## src/afr_pkg.sv

```systemverilog
/*
  Shared constants and types of the converter's serial readout block:
  word sizes, command and register layout, status bits and timing.
  Assumes a 100 MHz system clock and a master clock well below it.
*/
package afr_pkg;

  // ****************************************
  // geometry
  // ****************************************
  localparam int AFR_CHANNELS = 2;
  localparam int SAMPLE_W = 24;
  localparam int WORD_W = 32;
  localparam int AFR_OSR_DEFAULT = 1024;
  localparam int BUF_DEPTH = 2;

  // ****************************************
  // word sizes
  // ****************************************
  localparam int WS_W = 2;
  localparam logic [1:0] WS_16 = 2'h0;
  localparam logic [1:0] WS_24 = 2'h1;
  localparam logic [1:0] WS_32_ZERO = 2'h2;
  localparam logic [1:0] WS_32_SIGN = 2'h3;
  localparam logic [1:0] WS_RESET = WS_24;
  localparam logic [5:0] LEN_16 = 6'h10;
  localparam logic [5:0] LEN_24 = 6'h18;
  localparam logic [5:0] LEN_32 = 6'h20;

  // ****************************************
  // command word and registers
  // ****************************************
  localparam logic [2:0] CMD_WRITE_OP = 3'h3;
  localparam int CMD_OP_LSB = 13;
  localparam int CMD_ADDR_LSB = 7;
  localparam int CMD_ADDR_W = 6;
  localparam logic [5:0] REG_MODE = 6'h02;
  localparam logic [5:0] REG_CLOCK = 6'h03;
  localparam logic [5:0] REG_THRESH_LO = 6'h10;
  localparam int MODE_RSTCLR_BIT = 10;
  localparam int MODE_WS_LSB = 8;
  localparam int MODE_PULSE_BIT = 0;
  localparam int CLOCK_EN_LSB = 8;
  localparam logic [7:0] THRESH_LO_RESET = 8'h00;
  // 0x09 in the low threshold byte gives a 622 mHz dc-removal corner
  localparam logic [7:0] DCR_CORNER_622MHZ = 8'h09;

  // ****************************************
  // status word
  // ****************************************
  localparam int STAT_RESYNC_BIT = 14;
  localparam int STAT_RESET_BIT = 10;
  localparam int STAT_WS_LSB = 8;
  localparam logic [2:0] WRITE_WORDS = 3'h2;
  localparam logic [2:0] WORD_IDX_MAX = 3'h7;

  // ****************************************
  // synchroniser lanes
  // ****************************************
  localparam int PIN_N = 5;
  localparam int PIN_CS = 4;
  localparam int PIN_SCLK = 3;
  localparam int PIN_SDI = 2;
  localparam int PIN_MCLK = 1;
  localparam int PIN_SYNC = 0;

  // ****************************************
  // timing
  // ****************************************
  localparam int CLK_PERIOD_NS = 10;
  localparam int READY_PULSE_NS = 40;
  localparam logic [3:0] READY_PULSE_CYC =
    4'((READY_PULSE_NS + CLK_PERIOD_NS - 1) / CLK_PERIOD_NS);

  typedef struct packed {
    logic [AFR_CHANNELS-1:0][SAMPLE_W-1:0] ch;
  } afr_sample_t;

endpackage : afr_pkg

```

## src/afr_pair_buffer.sv

```systemverilog
/*
  Small FIFO holding conversion sample sets between the converter and
  the serial readout. Assumes one clock; flush empties it before the
  same cycle's write lands.
*/
`timescale 1ns/1ps
module afr_pair_buffer #(
  parameter int W = 48,
  parameter int DEPTH = 2
) (
  // clock and reset
  input wire logic i_clk,
  input wire logic i_rstn,
  // fill side
  input wire logic i_in_valid,
  output logic o_in_ready,
  input wire logic [W-1:0] i_in_data,
  input wire logic i_flush,
  // drain side
  output logic o_out_valid,
  input wire logic i_out_ready,
  output logic [W-1:0] o_out_data
);
  localparam int PW = (DEPTH > 1) ? $clog2(DEPTH) : 1;
  localparam int CW = $clog2(DEPTH + 1);

  logic [W-1:0] mem [DEPTH];
  logic [PW-1:0] wr_ptr;
  logic [PW-1:0] rd_ptr;
  logic [CW-1:0] count;

  wire do_pop = o_out_valid & i_out_ready & ~i_flush;
  wire do_push = i_in_valid & (o_in_ready | i_flush);
  wire [PW-1:0] wr_at = i_flush ? '0 : wr_ptr;
  wire [PW-1:0] wr_inc = (wr_at == PW'(DEPTH - 1)) ? '0 : wr_at + 1'b1;
  wire [PW-1:0] rd_inc = (rd_ptr == PW'(DEPTH - 1)) ? '0 : rd_ptr + 1'b1;
  wire [CW-1:0] base = i_flush ? '0 : count;
  wire [CW-1:0] next_count = base + CW'(do_push) - CW'(do_pop);

  assign o_in_ready = (count != CW'(DEPTH));
  assign o_out_valid = (count != '0);
  assign o_out_data = mem[rd_ptr];

  always_ff @(posedge i_clk) begin
    if (do_push) begin
      mem[wr_at] <= i_in_data;
    end
  end

  always_ff @(posedge i_clk) begin
    if (!i_rstn) begin
      wr_ptr <= '0;
      rd_ptr <= '0;
      count <= '0;
    end else begin
      wr_ptr <= do_push ? wr_inc : wr_at;
      rd_ptr <= i_flush ? '0 : (do_pop ? rd_inc : rd_ptr);
      count <= next_count;
    end
  end

endmodule : afr_pair_buffer

```

## src/afr_frame_readout.sv

```systemverilog
/*
  Serial readout and configuration end of a two-channel converter:
  frame shifter (clock idle low, second-edge sampling), register writes,
  sample pacing from the master clock, ready output and resync check.
  Assumes the host drives chip select, serial clock and master clock;
  all pins are asynchronous to i_clk and at most a quarter of its rate.
*/
// Notes on behaviour
// - unread results overflow the two-deep store; ready fires every second period.
// - misaligned sync edge sets resync fault flag, again after any clear.
// - sync input only checks and realigns period timing, never starts conversions.
// - data consumed only after full frame; partial frame repeats same data.
// - ready output asserts when a new sample set lands in an empty store or flushes a full one.
// - word size is 24 bits after reset until changed.
// - word size 16, 24 or 32; 16-bit values sit left-justified.
// - register write is opcode-plus-address word then data word.
// - with all channels off, shortened frames still carry writes.
// - mode write clears reset flag on request and picks pulse ready.
// - 32-bit word options zero-pad or sign-extend the 24-bit result.
// - low threshold byte 0x09 sets dc-removal corner to 622 mHz.
// - frame is status, one word per channel, then optional all-zero crc slot word.
// - clock idles low, data sampled on second edge.
// - master clock halves to modulator clock; rate is that over oversampling.
// - data output released whenever chip select is high.
`timescale 1ns/1ps
module afr_frame_readout import afr_pkg::*; #(
  parameter int OSR = AFR_OSR_DEFAULT
) (
  // clock and reset
  input wire logic i_clk,
  input wire logic i_rstn,
  // serial link
  input wire logic i_cs_n,
  input wire logic i_sclk,
  input wire logic i_sdi,
  output logic o_sdo,
  output logic o_sdo_oe,
  // pacing and ready
  input wire logic i_master_clock_in,
  input wire logic i_sync_n,
  output logic o_sample_ready_n,
  // converter side
  input wire afr_sample_t i_conv,
  input wire logic i_crc_en,
  // configuration and status
  output logic [AFR_CHANNELS-1:0] o_ch_enable,
  output logic [7:0] o_dc_removal_filter,
  output logic o_resync_fault_flag,
  output logic o_reset_flag
);
  localparam int OSR_W = (OSR > 1) ? $clog2(OSR) : 1;
  localparam int SW = $bits(afr_sample_t);

  // ****************************************
  // pin synchronisers
  // ****************************************
  logic [PIN_N-1:0] pin_meta;
  logic [PIN_N-1:0] pin_sync;
  logic [PIN_N-1:0] pin_prev;
  wire [PIN_N-1:0] pins = {i_cs_n, i_sclk, i_sdi, i_master_clock_in, i_sync_n};

  always_ff @(posedge i_clk) begin
    if (!i_rstn) begin
      pin_meta <= '1;
      pin_sync <= '1;
      pin_prev <= '1;
    end else begin
      pin_meta <= pins;
      pin_sync <= pin_meta;
      pin_prev <= pin_sync;
    end
  end

  wire cs_n = pin_sync[PIN_CS];
  wire cs_fall = pin_prev[PIN_CS] & ~cs_n;
  wire cs_rise = ~pin_prev[PIN_CS] & cs_n;
  wire sclk_rise = ~pin_prev[PIN_SCLK] & pin_sync[PIN_SCLK] & ~cs_n;
  wire sclk_fall = pin_prev[PIN_SCLK] & ~pin_sync[PIN_SCLK] & ~cs_n;
  wire sdi = pin_sync[PIN_SDI];
  wire mclk_rise = ~pin_prev[PIN_MCLK] & pin_sync[PIN_MCLK];
  wire sync_fall = pin_prev[PIN_SYNC] & ~pin_sync[PIN_SYNC];

  // ****************************************
  // sample pacing and resync check
  // ****************************************
  logic mod_div;
  logic [OSR_W-1:0] mod_cnt;
  logic resync_flag;
  logic consume;
  wire mod_tick = mclk_rise & mod_div;
  wire period_tick = mod_tick & (mod_cnt == OSR_W'(OSR - 1));
  // a sync edge off the period boundary realigns timing and sets the resync flag
  wire misalign = sync_fall & ((mod_cnt != '0) | mod_div);
  wire next_resync = misalign | (resync_flag & ~consume);

  always_ff @(posedge i_clk) begin
    if (!i_rstn) begin
      mod_div <= 1'b0;
      mod_cnt <= '0;
      resync_flag <= 1'b0;
    end else begin
      resync_flag <= next_resync;
      if (sync_fall) begin
        mod_div <= 1'b0;
        mod_cnt <= '0;
      end else begin
        if (mclk_rise) begin
          mod_div <= ~mod_div;
        end
        if (mod_tick) begin
          mod_cnt <= period_tick ? '0 : mod_cnt + 1'b1;
        end
      end
    end
  end

  // ****************************************
  // output data store
  // ****************************************
  logic buf_in_ready;
  logic buf_out_valid;
  logic [SW-1:0] buf_out_data;
  // a tick into a full store drops both old sets, so one ready per two periods
  wire buf_flush = period_tick & ~buf_in_ready;
  wire new_set = period_tick & (~buf_out_valid | ~buf_in_ready);

  afr_pair_buffer #(
    .W(SW),
    .DEPTH(BUF_DEPTH)
  ) u_store (
    .i_clk(i_clk),
    .i_rstn(i_rstn),
    .i_in_valid(period_tick),
    .o_in_ready(buf_in_ready),
    .i_in_data(i_conv),
    .i_flush(buf_flush),
    .o_out_valid(buf_out_valid),
    .i_out_ready(consume),
    .o_out_data(buf_out_data)
  );

  // ****************************************
  // configuration registers
  // ****************************************
  logic [WS_W-1:0] word_size;
  logic ready_pulse;
  logic reset_flag;
  logic [AFR_CHANNELS-1:0] ch_enable;
  logic [7:0] thresh_lo;
  logic [15:0] cmd_word;
  logic [15:0] data_word;
  logic [2:0] word_idx;
  logic [2:0] frame_words;

  wire [5:0] cur_len = (word_size == WS_16) ? LEN_16 :
                       (word_size == WS_24) ? LEN_24 : LEN_32;
  wire frame_full = (word_idx >= frame_words);
  wire all_off = ~|ch_enable;
  wire cmd_is_write = (cmd_word[CMD_OP_LSB +: 3] == CMD_WRITE_OP);
  wire [CMD_ADDR_W-1:0] cmd_addr = cmd_word[CMD_ADDR_LSB +: CMD_ADDR_W];
  wire apply = cs_rise & (frame_full | all_off) & (word_idx >= WRITE_WORDS)
               & cmd_is_write;
  wire wr_mode = apply & (cmd_addr == REG_MODE);
  wire wr_clock = apply & (cmd_addr == REG_CLOCK);
  wire wr_thresh = apply & (cmd_addr == REG_THRESH_LO);
  assign consume = cs_rise & frame_full;

  always_ff @(posedge i_clk) begin
    if (!i_rstn) begin
      word_size <= WS_RESET;
      ready_pulse <= 1'b0;
      reset_flag <= 1'b1;
      ch_enable <= '1;
      thresh_lo <= THRESH_LO_RESET;
    end else begin
      if (wr_mode) begin
        word_size <= data_word[MODE_WS_LSB +: WS_W];
        ready_pulse <= data_word[MODE_PULSE_BIT];
      end
      if (wr_mode & data_word[MODE_RSTCLR_BIT]) begin
        reset_flag <= 1'b0;
      end
      if (wr_clock) begin
        ch_enable <= data_word[CLOCK_EN_LSB +: AFR_CHANNELS];
      end
      if (wr_thresh) begin
        thresh_lo <= data_word[7:0];
      end
    end
  end

  // ****************************************
  // ready output
  // ****************************************
  logic ready_n;
  logic [3:0] pulse_cnt;
  wire ready_release = ready_pulse ? (pulse_cnt == 4'h1) : cs_fall;

  always_ff @(posedge i_clk) begin
    if (!i_rstn) begin
      ready_n <= 1'b1;
      pulse_cnt <= 4'h0;
    end else if (new_set) begin
      ready_n <= 1'b0;
      pulse_cnt <= READY_PULSE_CYC;
    end else begin
      ready_n <= ready_n | ready_release;
      pulse_cnt <= (pulse_cnt != 4'h0) ? pulse_cnt - 4'h1 : 4'h0;
    end
  end

  // ****************************************
  // frame shifter
  // ****************************************
  logic [5:0] frame_len;
  logic [WS_W-1:0] frame_ws;
  logic [5:0] bit_cnt;
  logic [WORD_W-1:0] tx_sh;
  logic [WORD_W-1:0] rx_sh;
  afr_sample_t frame_sample;

  wire [15:0] status16 = (16'(resync_flag) << STAT_RESYNC_BIT)
                       | (16'(reset_flag) << STAT_RESET_BIT)
                       | (16'(word_size) << STAT_WS_LSB)
                       | 16'({AFR_CHANNELS{buf_out_valid}});
  wire [WORD_W-1:0] rx_next = {rx_sh[WORD_W-2:0], sdi};
  wire [WORD_W-1:0] rx_left = rx_next << (LEN_32 - frame_len);
  wire word_done = sclk_fall & (bit_cnt == frame_len - 6'h1);
  wire [2:0] idx_next = (word_idx == WORD_IDX_MAX) ? word_idx : word_idx + 3'h1;

  function automatic logic [WORD_W-1:0] slot_word(input logic [2:0] idx,
      input logic [WS_W-1:0] ws, input afr_sample_t smp);
    logic [SAMPLE_W-1:0] s;
    s = '0;
    slot_word = '0;
    if (idx != 3'h0 && idx <= 3'(AFR_CHANNELS)) begin
      s = smp.ch[idx - 3'h1];
      unique case (ws)
        WS_16: slot_word = {s[SAMPLE_W-1 -: 16], 16'h0000};
        WS_24: slot_word = {s, 8'h00};
        WS_32_ZERO: slot_word = {s, 8'h00};
        WS_32_SIGN: slot_word = {{8{s[SAMPLE_W-1]}}, s};
      endcase
    end
  endfunction : slot_word

  always_ff @(posedge i_clk) begin
    if (!i_rstn) begin
      frame_len <= LEN_24;
      frame_ws <= WS_RESET;
      frame_words <= 3'(AFR_CHANNELS + 1);
      word_idx <= '0;
      bit_cnt <= '0;
      tx_sh <= '0;
      rx_sh <= '0;
      cmd_word <= '0;
      data_word <= '0;
      frame_sample <= '0;
      o_sdo <= 1'b0;
      o_sdo_oe <= 1'b0;
    end else begin
      o_sdo_oe <= ~cs_n;
      if (cs_fall) begin
        // size and data are frozen for the frame; changes land at the next
        frame_len <= cur_len;
        frame_ws <= word_size;
        frame_words <= 3'(AFR_CHANNELS + 1) + 3'(i_crc_en);
        word_idx <= '0;
        bit_cnt <= '0;
        // an empty store sends zero slots rather than unwritten entries
        frame_sample <= buf_out_valid ? buf_out_data : '0;
        tx_sh <= {status16, 16'h0000};
      end else if (sclk_rise) begin
        o_sdo <= tx_sh[WORD_W-1];
        tx_sh <= tx_sh << 1;
      end else if (sclk_fall) begin
        rx_sh <= rx_next;
        bit_cnt <= word_done ? 6'h0 : bit_cnt + 6'h1;
        if (word_done) begin
          word_idx <= idx_next;
          tx_sh <= slot_word(idx_next, frame_ws, frame_sample);
          if (word_idx == 3'h0) begin
            cmd_word <= rx_left[WORD_W-1 -: 16];
          end
          if (word_idx == 3'h1) begin
            data_word <= rx_left[WORD_W-1 -: 16];
          end
        end
      end
    end
  end

  // ****************************************
  // registered outputs
  // ****************************************
  always_ff @(posedge i_clk) begin
    if (!i_rstn) begin
      o_sample_ready_n <= 1'b1;
      o_ch_enable <= '1;
      o_dc_removal_filter <= THRESH_LO_RESET;
      o_resync_fault_flag <= 1'b0;
      o_reset_flag <= 1'b1;
    end else begin
      o_sample_ready_n <= ready_n;
      o_ch_enable <= ch_enable;
      o_dc_removal_filter <= thresh_lo;
      o_resync_fault_flag <= resync_flag;
      o_reset_flag <= reset_flag;
    end
  end

endmodule : afr_frame_readout

```

## config.mk

```make
export PLATFORM = sky130hd
export DESIGN_NAME = afr_frame_readout
export DESIGN_NICKNAME = d
export VERILOG_FILES = /design/src/afr_pkg.sv /design/src/afr_pair_buffer.sv /design/src/afr_frame_readout.sv
export SDC_FILE = /design/constraint.sdc
export NUM_CORES = 1
export LEC_CHECK = 0
export ABC_AREA = 1
export BUFFER_PORTS_ARGS = -buffer_cell sky130_fd_sc_hd__buf_4
export CAP_MARGIN = 20
export CORE_ASPECT_RATIO = 1.5
export CORE_MARGIN = 1
export CORE_UTILIZATION = 65
export DETAILED_ROUTE_END_ITERATION = 10
export PLACE_DENSITY = 0.82
export SLEW_MARGIN = 15
export SYNTH_ARGS = -nofsm -noshare
export SYNTH_HDL_FRONTEND = slang
export SYNTH_SLANG_ARGS = --single-unit
```

## constraint.sdc

```tcl
create_clock -name i_clk -period 5.6 [get_ports i_clk]
set_clock_uncertainty 0.15 [all_clocks]
set_input_delay 0.28 -clock i_clk [delete_from_list [all_inputs] [get_ports i_clk]]
set_output_delay 0.28 -clock i_clk [all_outputs]
set_load 0.01 [all_outputs]
```

# Word-level counts from Yosys, hierarchy flattened
# Memory sizes are Yosys's and may differ from the RTL's. A register that Yosys moved wholly into a read port is not among the register bits.
# Index checks and enable logic that the tools add are counted.
# word_totals
word_cells,175
input_bits,56
out_inout_bits,15
mem_count,1
ramBits,96
ff_bits,223
# mem_list
name,depth,width,rd,rd_clocked_by_memory_dff,wr,line_no,rtl
u_store.mem,2,48,1,1,1,afr_pair_buffer.sv:27,logic [W-1:0] mem [DEPTH];
# op_classes
eq_ne,14
n_bitwise,50
n_lt_le_gt_ge,4
muxes,27
add_sub_neg,12
shift,1
reduce_logical,29
# op_table
operator,n
$mux W32,5
$pmux W32 S3,1
$mux W24,2
$mux W48,1
$shl A32 B6 Y32,1
$and A1 B1 Y1,26
$mux W6,3
$not A1 Y1,15
$or A15 B10 Y15,1
$or A15 B11 Y15,1
$or A15 B2 Y15,1
$eq A6 B2 Y1 const B,2
$add A10 B1 Y10 const B,1
$eq A10 B10 Y1 const B,1
$mux W1,10
$mux W10,1
$reduce_and A2 Y1,5
$reduce_and A5 Y1,2
$reduce_bool A10 Y1,1
$reduce_or A2 Y1,5
$mux W3,3
$reduce_bool A3 Y1,3
$add A6 B1 Y6 const B,1
$eq A6 B5 Y1 const B,1
31 further kinds,44

# Depth between registers and ports, before layout
# depth
depth_word,11
depth_mapped,17
mapped_depth_nobuf,13

# Hierarchy
# Synthesis repeated with hierarchy kept, for this count alone.
# unflattened
cells_unflattened,1427
hier_area_um2,13041.3
# modules_own_cells
module,n_inst,seq_area_each_um2,cells_per_inst,area_each_um2
afr_frame_readout,1,4144.0,1237,9222.6
afr_pair_buffer,1,2982.9,190,3818.7

# Worst setup path after synthesis
# OpenSTA, ideal clock, no wires.
# synth_path
kind,reg-to-reg
start,register mod_cnt[0]
end,memory u_store.mem[0][0] (enable)
t_arrival_ps,2315
synth_period_minus_slack_ps,2875
required_ps,5039
path_stages_with_launch,7
setup_slack_ps,2725
n_path_buf,0
setup_time_ps,411
cell_sequence,dfxtp_1 -> ha_1 -> nand3_1 -> nor2_2 -> nand4_1 -> inv_1 -> ha_1
# synth_via
elab_chain_len,7
elab_cells_between_ends,8
classes_between,1 x eq/ne; 3 x mux; 4 x bitwise
# synth_lines
item,line_no,rtl
start: declaration,afr_frame_readout.sv:87,logic [OSR_W-1:0] mod_cnt;
start signal: assignment,afr_frame_readout.sv:111,mod_cnt <= period_tick ? '0 : mod_cnt + 1'b1;
$eq A10 B10 Y1 (*),afr_frame_readout.sv:91,wire period_tick = mod_tick & (mod_cnt == OSR_W'(OSR - 1));
$and A1 B1 Y1 (*),afr_frame_readout.sv:91,
$and A1 B1 Y1,afr_frame_readout.sv:124,wire buf_flush = period_tick & ~buf_in_ready;
$or A1 B1 Y1,afr_pair_buffer.sv:33,wire do_push = i_in_valid & (o_in_ready | i_flush);
$and A1 B1 Y1,afr_pair_buffer.sv:33,
$mux W1,afr_pair_buffer.sv:45,if (do_push) begin
$mux W1 (not written as such),afr_pair_buffer.sv:46,mem[wr_at] <= i_in_data;
end: declaration,afr_pair_buffer.sv:27,
# Mark *: on every way between the ends. The rest lies on a longest branch, timed or not.

# Worst setup path after layout
# layout_path
start,register frame_len[3]
end,register cmd_word[9]
# layout_via
elab_chain_len,4
elab_cells_between_ends,6
classes_between,2 x add/sub; 1 x eq/ne; 1 x shift; 1 x bitwise; 1 x reduce/logical
# layout_lines
item,line_no,rtl
start: declaration,afr_frame_readout.sv:215,logic [5:0] frame_len;
start signal: assignment,afr_frame_readout.sv:265,frame_len <= cur_len;
branches (longest 4 deep; another with $sub A6 B6 Y6),-,
end signal: assignment,afr_frame_readout.sv:283,cmd_word <= rx_left[WORD_W-1 -: 16];
end: declaration,afr_frame_readout.sv:150,logic [15:0] cmd_word;
# Parallel ways; which one is timed is not known.
# A chain may end at the register's enable or synchronous reset.

==> impl_metrics.ini <==
[drt]
post_drt_wl_per_cell_um = 16.2
ant_nets = 0
wirelength_um = 29500
routed_via_density = 5.62
first_pass_iters = 6
drtIter0Drc = 947
vias = 10200
drc = 0

[floorplan]
die_w_um = 116
die-height_um = 173
std_cell_rows = 62
design.core.area_um2 = 19200
io_pins = 71
fp.dieArea_um2 = 20100
initial_core_util = 0.662

[yosys]
syn-num-nets = 1521
netlist_area_um2 = 12700
async_reset_ff_frac = 0
synth_edf_count = 96
ys_ff_latch = 308
yosysWarnings = 0
ys_seq_area_frac = 0.562
netlist_instances = 1447
ys_types = 44
syn_area_per_cell_um2 = 8.76
ys.flop_type = dfxtp_1

[clock_tree]
clk_latency_ps = 540
htreeDepth = 1
cts_num_sinks = 308
cts_root_buffer = clkbuf_16
clkTransAtPathRegs_ps = 60
tritoncts = yes
cts_buffer_depth = 3
postCtsSetupBuffers = 0
cts_buffers = 28

[timing]
min_period_ps = 3470
period_share = 0.620
tightest_slew_ps = 934
hold_viol = 0
finalSetupTns_ps = 0
max_freq_mhz = 288
grt_setup_unrepaired = false
worst_slew_margin_rel = 0.374
setup_viol = 0
slew_viol_final = 0

[global_route]
grt.overflow.total = 0
grt_first_pass_wirelength_um = 48000
grt_pass1_vias = 10200
antenna_found_initial = 0
grt_max_degree = 74
grt_util_all_layers = 0.303

[final_layout]
final-instance-count-excl-fill = 1820
nets = 1616
antenna_cells = 0
drive_above_1_share = 0.110
syn_to_final_growth_pct = 16.2

[setup_path]
crit_fanout = 35
worst-setup-path-type = reg2reg
arrival_ps = 3800
cp-end-kind = register
crit_required_ps = 5930
critPathLaunchType = register

[job]
drv_cap = 0

[placement]
routabilityCongestion = 0.907
hpwl_um = 18600
io_buffers = 70
dp.cells = 1714

[min_path]
holdCritPathClass = in2reg

[power_and_ir_drop]
ir_drop_v = 0.000314
leakage_nw = 6.02
power.density_nw_per_um2 = 298

[status]
status = completed
## logic make-up (layout without fill, tap and decap cells)
logic type | after synthesis | in the layout | share of synthesized area
AND/OR/NAND/NOR | 572 | 572 | 0.196
flip-flops | 308 | 308 | 0.562
AO/OA/AOI/OAI | 280 | 280 | 0.131
buffers and inverters | 249 | 366 | 0.0785
adder cells (fa/ha/maj) | 18 | 18 | 0.0178
multiplexers | 13 | 13 | 0.0103
XOR/XNOR | 7 | 7 | 0.00484
## per-layer routing
layer | GRT usage | vias to the layer above | routed length, um
li1 | - | 4984 | -
met1 | 0.339 | 4766 | 11100
met2 | 0.535 | 344 | 15200
met3 | 0.0389 | 129 | 1240
met4 | 0.187 | 0 | 1920
met5 | 0 | - | 0
## Yosys cell counts, types with 15 or more instances
library cell | count | area (um2)
nand2_1 | 239 | 897
dfxtp_1 | 212 | 4240
inv_1 | 170 | 638
nor2_1 | 168 | 631
o21ai_0 | 109 | 546
a21oi_1 | 100 | 500
edfxtp_1 | 96 | 2880
nand3_1 | 88 | 440
clkbuf_1 | 40 | 150
o32ai_1 | 30 | 263
nor3_1 | 27 | 135
buf_2 | 19 | 95.1
ha_1 | 18 | 225
or2_2 | 15 | 93.8
## critical path: stages, from the launching register on
cell and delay [ps]:
dfxtp_1 660, inv_2 350, ha_1 730, nor2_1 80, nor2_1 110, nand2_1 60
nor2_2 90, nand2_2 280, inv_2 270, nand3_2 270, nand2_1 150, nand2_1 60
a21oi_1 130
## layout by cell type (no fill, tap or decap), types with 2 or more instances in the layout
cell           netlist  routed
a21oi_2              3       3
nor2_4               2       2
edfxtp_1            96      96
nor2_2               2       3
o32ai_1             30      30
o21ai_0            109     109
nor3b_1             13      13
xor2_1               7       7
ha_2                 0       2
clkbuf_8             0       2
nand3b_1             2       2
nand4_1              5       5
buf_4                2      80
o32ai_2              6       6
o22ai_1              7       7
nor3_1              27      27
clkinv_2             0       8
nand3_2              2       2
ha_1                18      16
a21oi_1            100     100
clkinv_1             3       3
nand3_1             88      88
nand2_2              4       4
dfxtp_1            212     211
a31oi_1              4       4
nand2_1            239     239
clkbuf_16            0      30
o211ai_1            12      12
inv_2                6       6
nor2_1             168     167
or2_2               15      15
nor3_2               2       2
o21ai_1              3       3
mux2i_1             13      13
clkbuf_1            40       9
inv_1              170     170
dlygate4sd3_1        0      54
## metrics by stage
step	hold slack, ps	power, mW	utilization	setup WS, ps	area (um2)
5_1_grt	115	4.53	0.769	1760	14700
2_1_floorplan	229	2.48	-	2720	12700
3_3_place_gp	246	2.54	0.693	2320	13300
4_1_cts	71.6	4.40	0.769	2170	14700
3_5_place_dp	248	2.54	0.694	2210	13300
6_report	77.1	4.39	0.769	2130	14700
## registers in the layout, indices dropped and copies added, names as in the netlist, 3 cells and up, named ones only
register,count
frame_len,3
pin_prev,4
thresh_lo,8
pin_sync,5
tx_sh,32
pin_meta,5
mod_cnt,10
rx_sh,31
data_word,11
bit_cnt,6
u_store.mem,96
frame_sample,48
cmd_word,9
pulse_cnt,4
o_dc_removal_filter,8
## worst paths after layout
kind | from | to | slack (ps) | depth (start not counted)
max | frame_len[3] | cmd_word[9] | 2130 | 12
min | i_rstn | pin_prev[0] | 80 | 2
min reg2reg | pin_meta[2] | pin_sync[2] | 260 | 1
max reg2reg | frame_len[3] | cmd_word[9] | 2130 | 12
## report_power, final
group	switching, mW	total [mW]	leakage, nW	internal (mW)
registers	0.0134	2.33	2.57	2.32
clock network	0.800	1.86	0.449	1.06
logic	0.108	0.198	3.00	0.0895
## area by class of cell
| type | instances | area (um2) |
|---|---|---|
| multi-input cells | 890 | 4560 |
| flip-flops and latches | 308 | 7130 |
| repair buffers | 135 | 1160 |
| clock inverters | 9 | 70.1 |
| fillers | 1285 | 4430 |
| inverters | 179 | 672 |
| clock buffers | 43 | 825 |
| well taps | 256 | 320 |
## what timing repair did
item,in CTS,in global routing
resized for setup,0,0
hold endpoints to repair,102,0
hold buffers,54,0
Power figures use the tool's default switching activity.
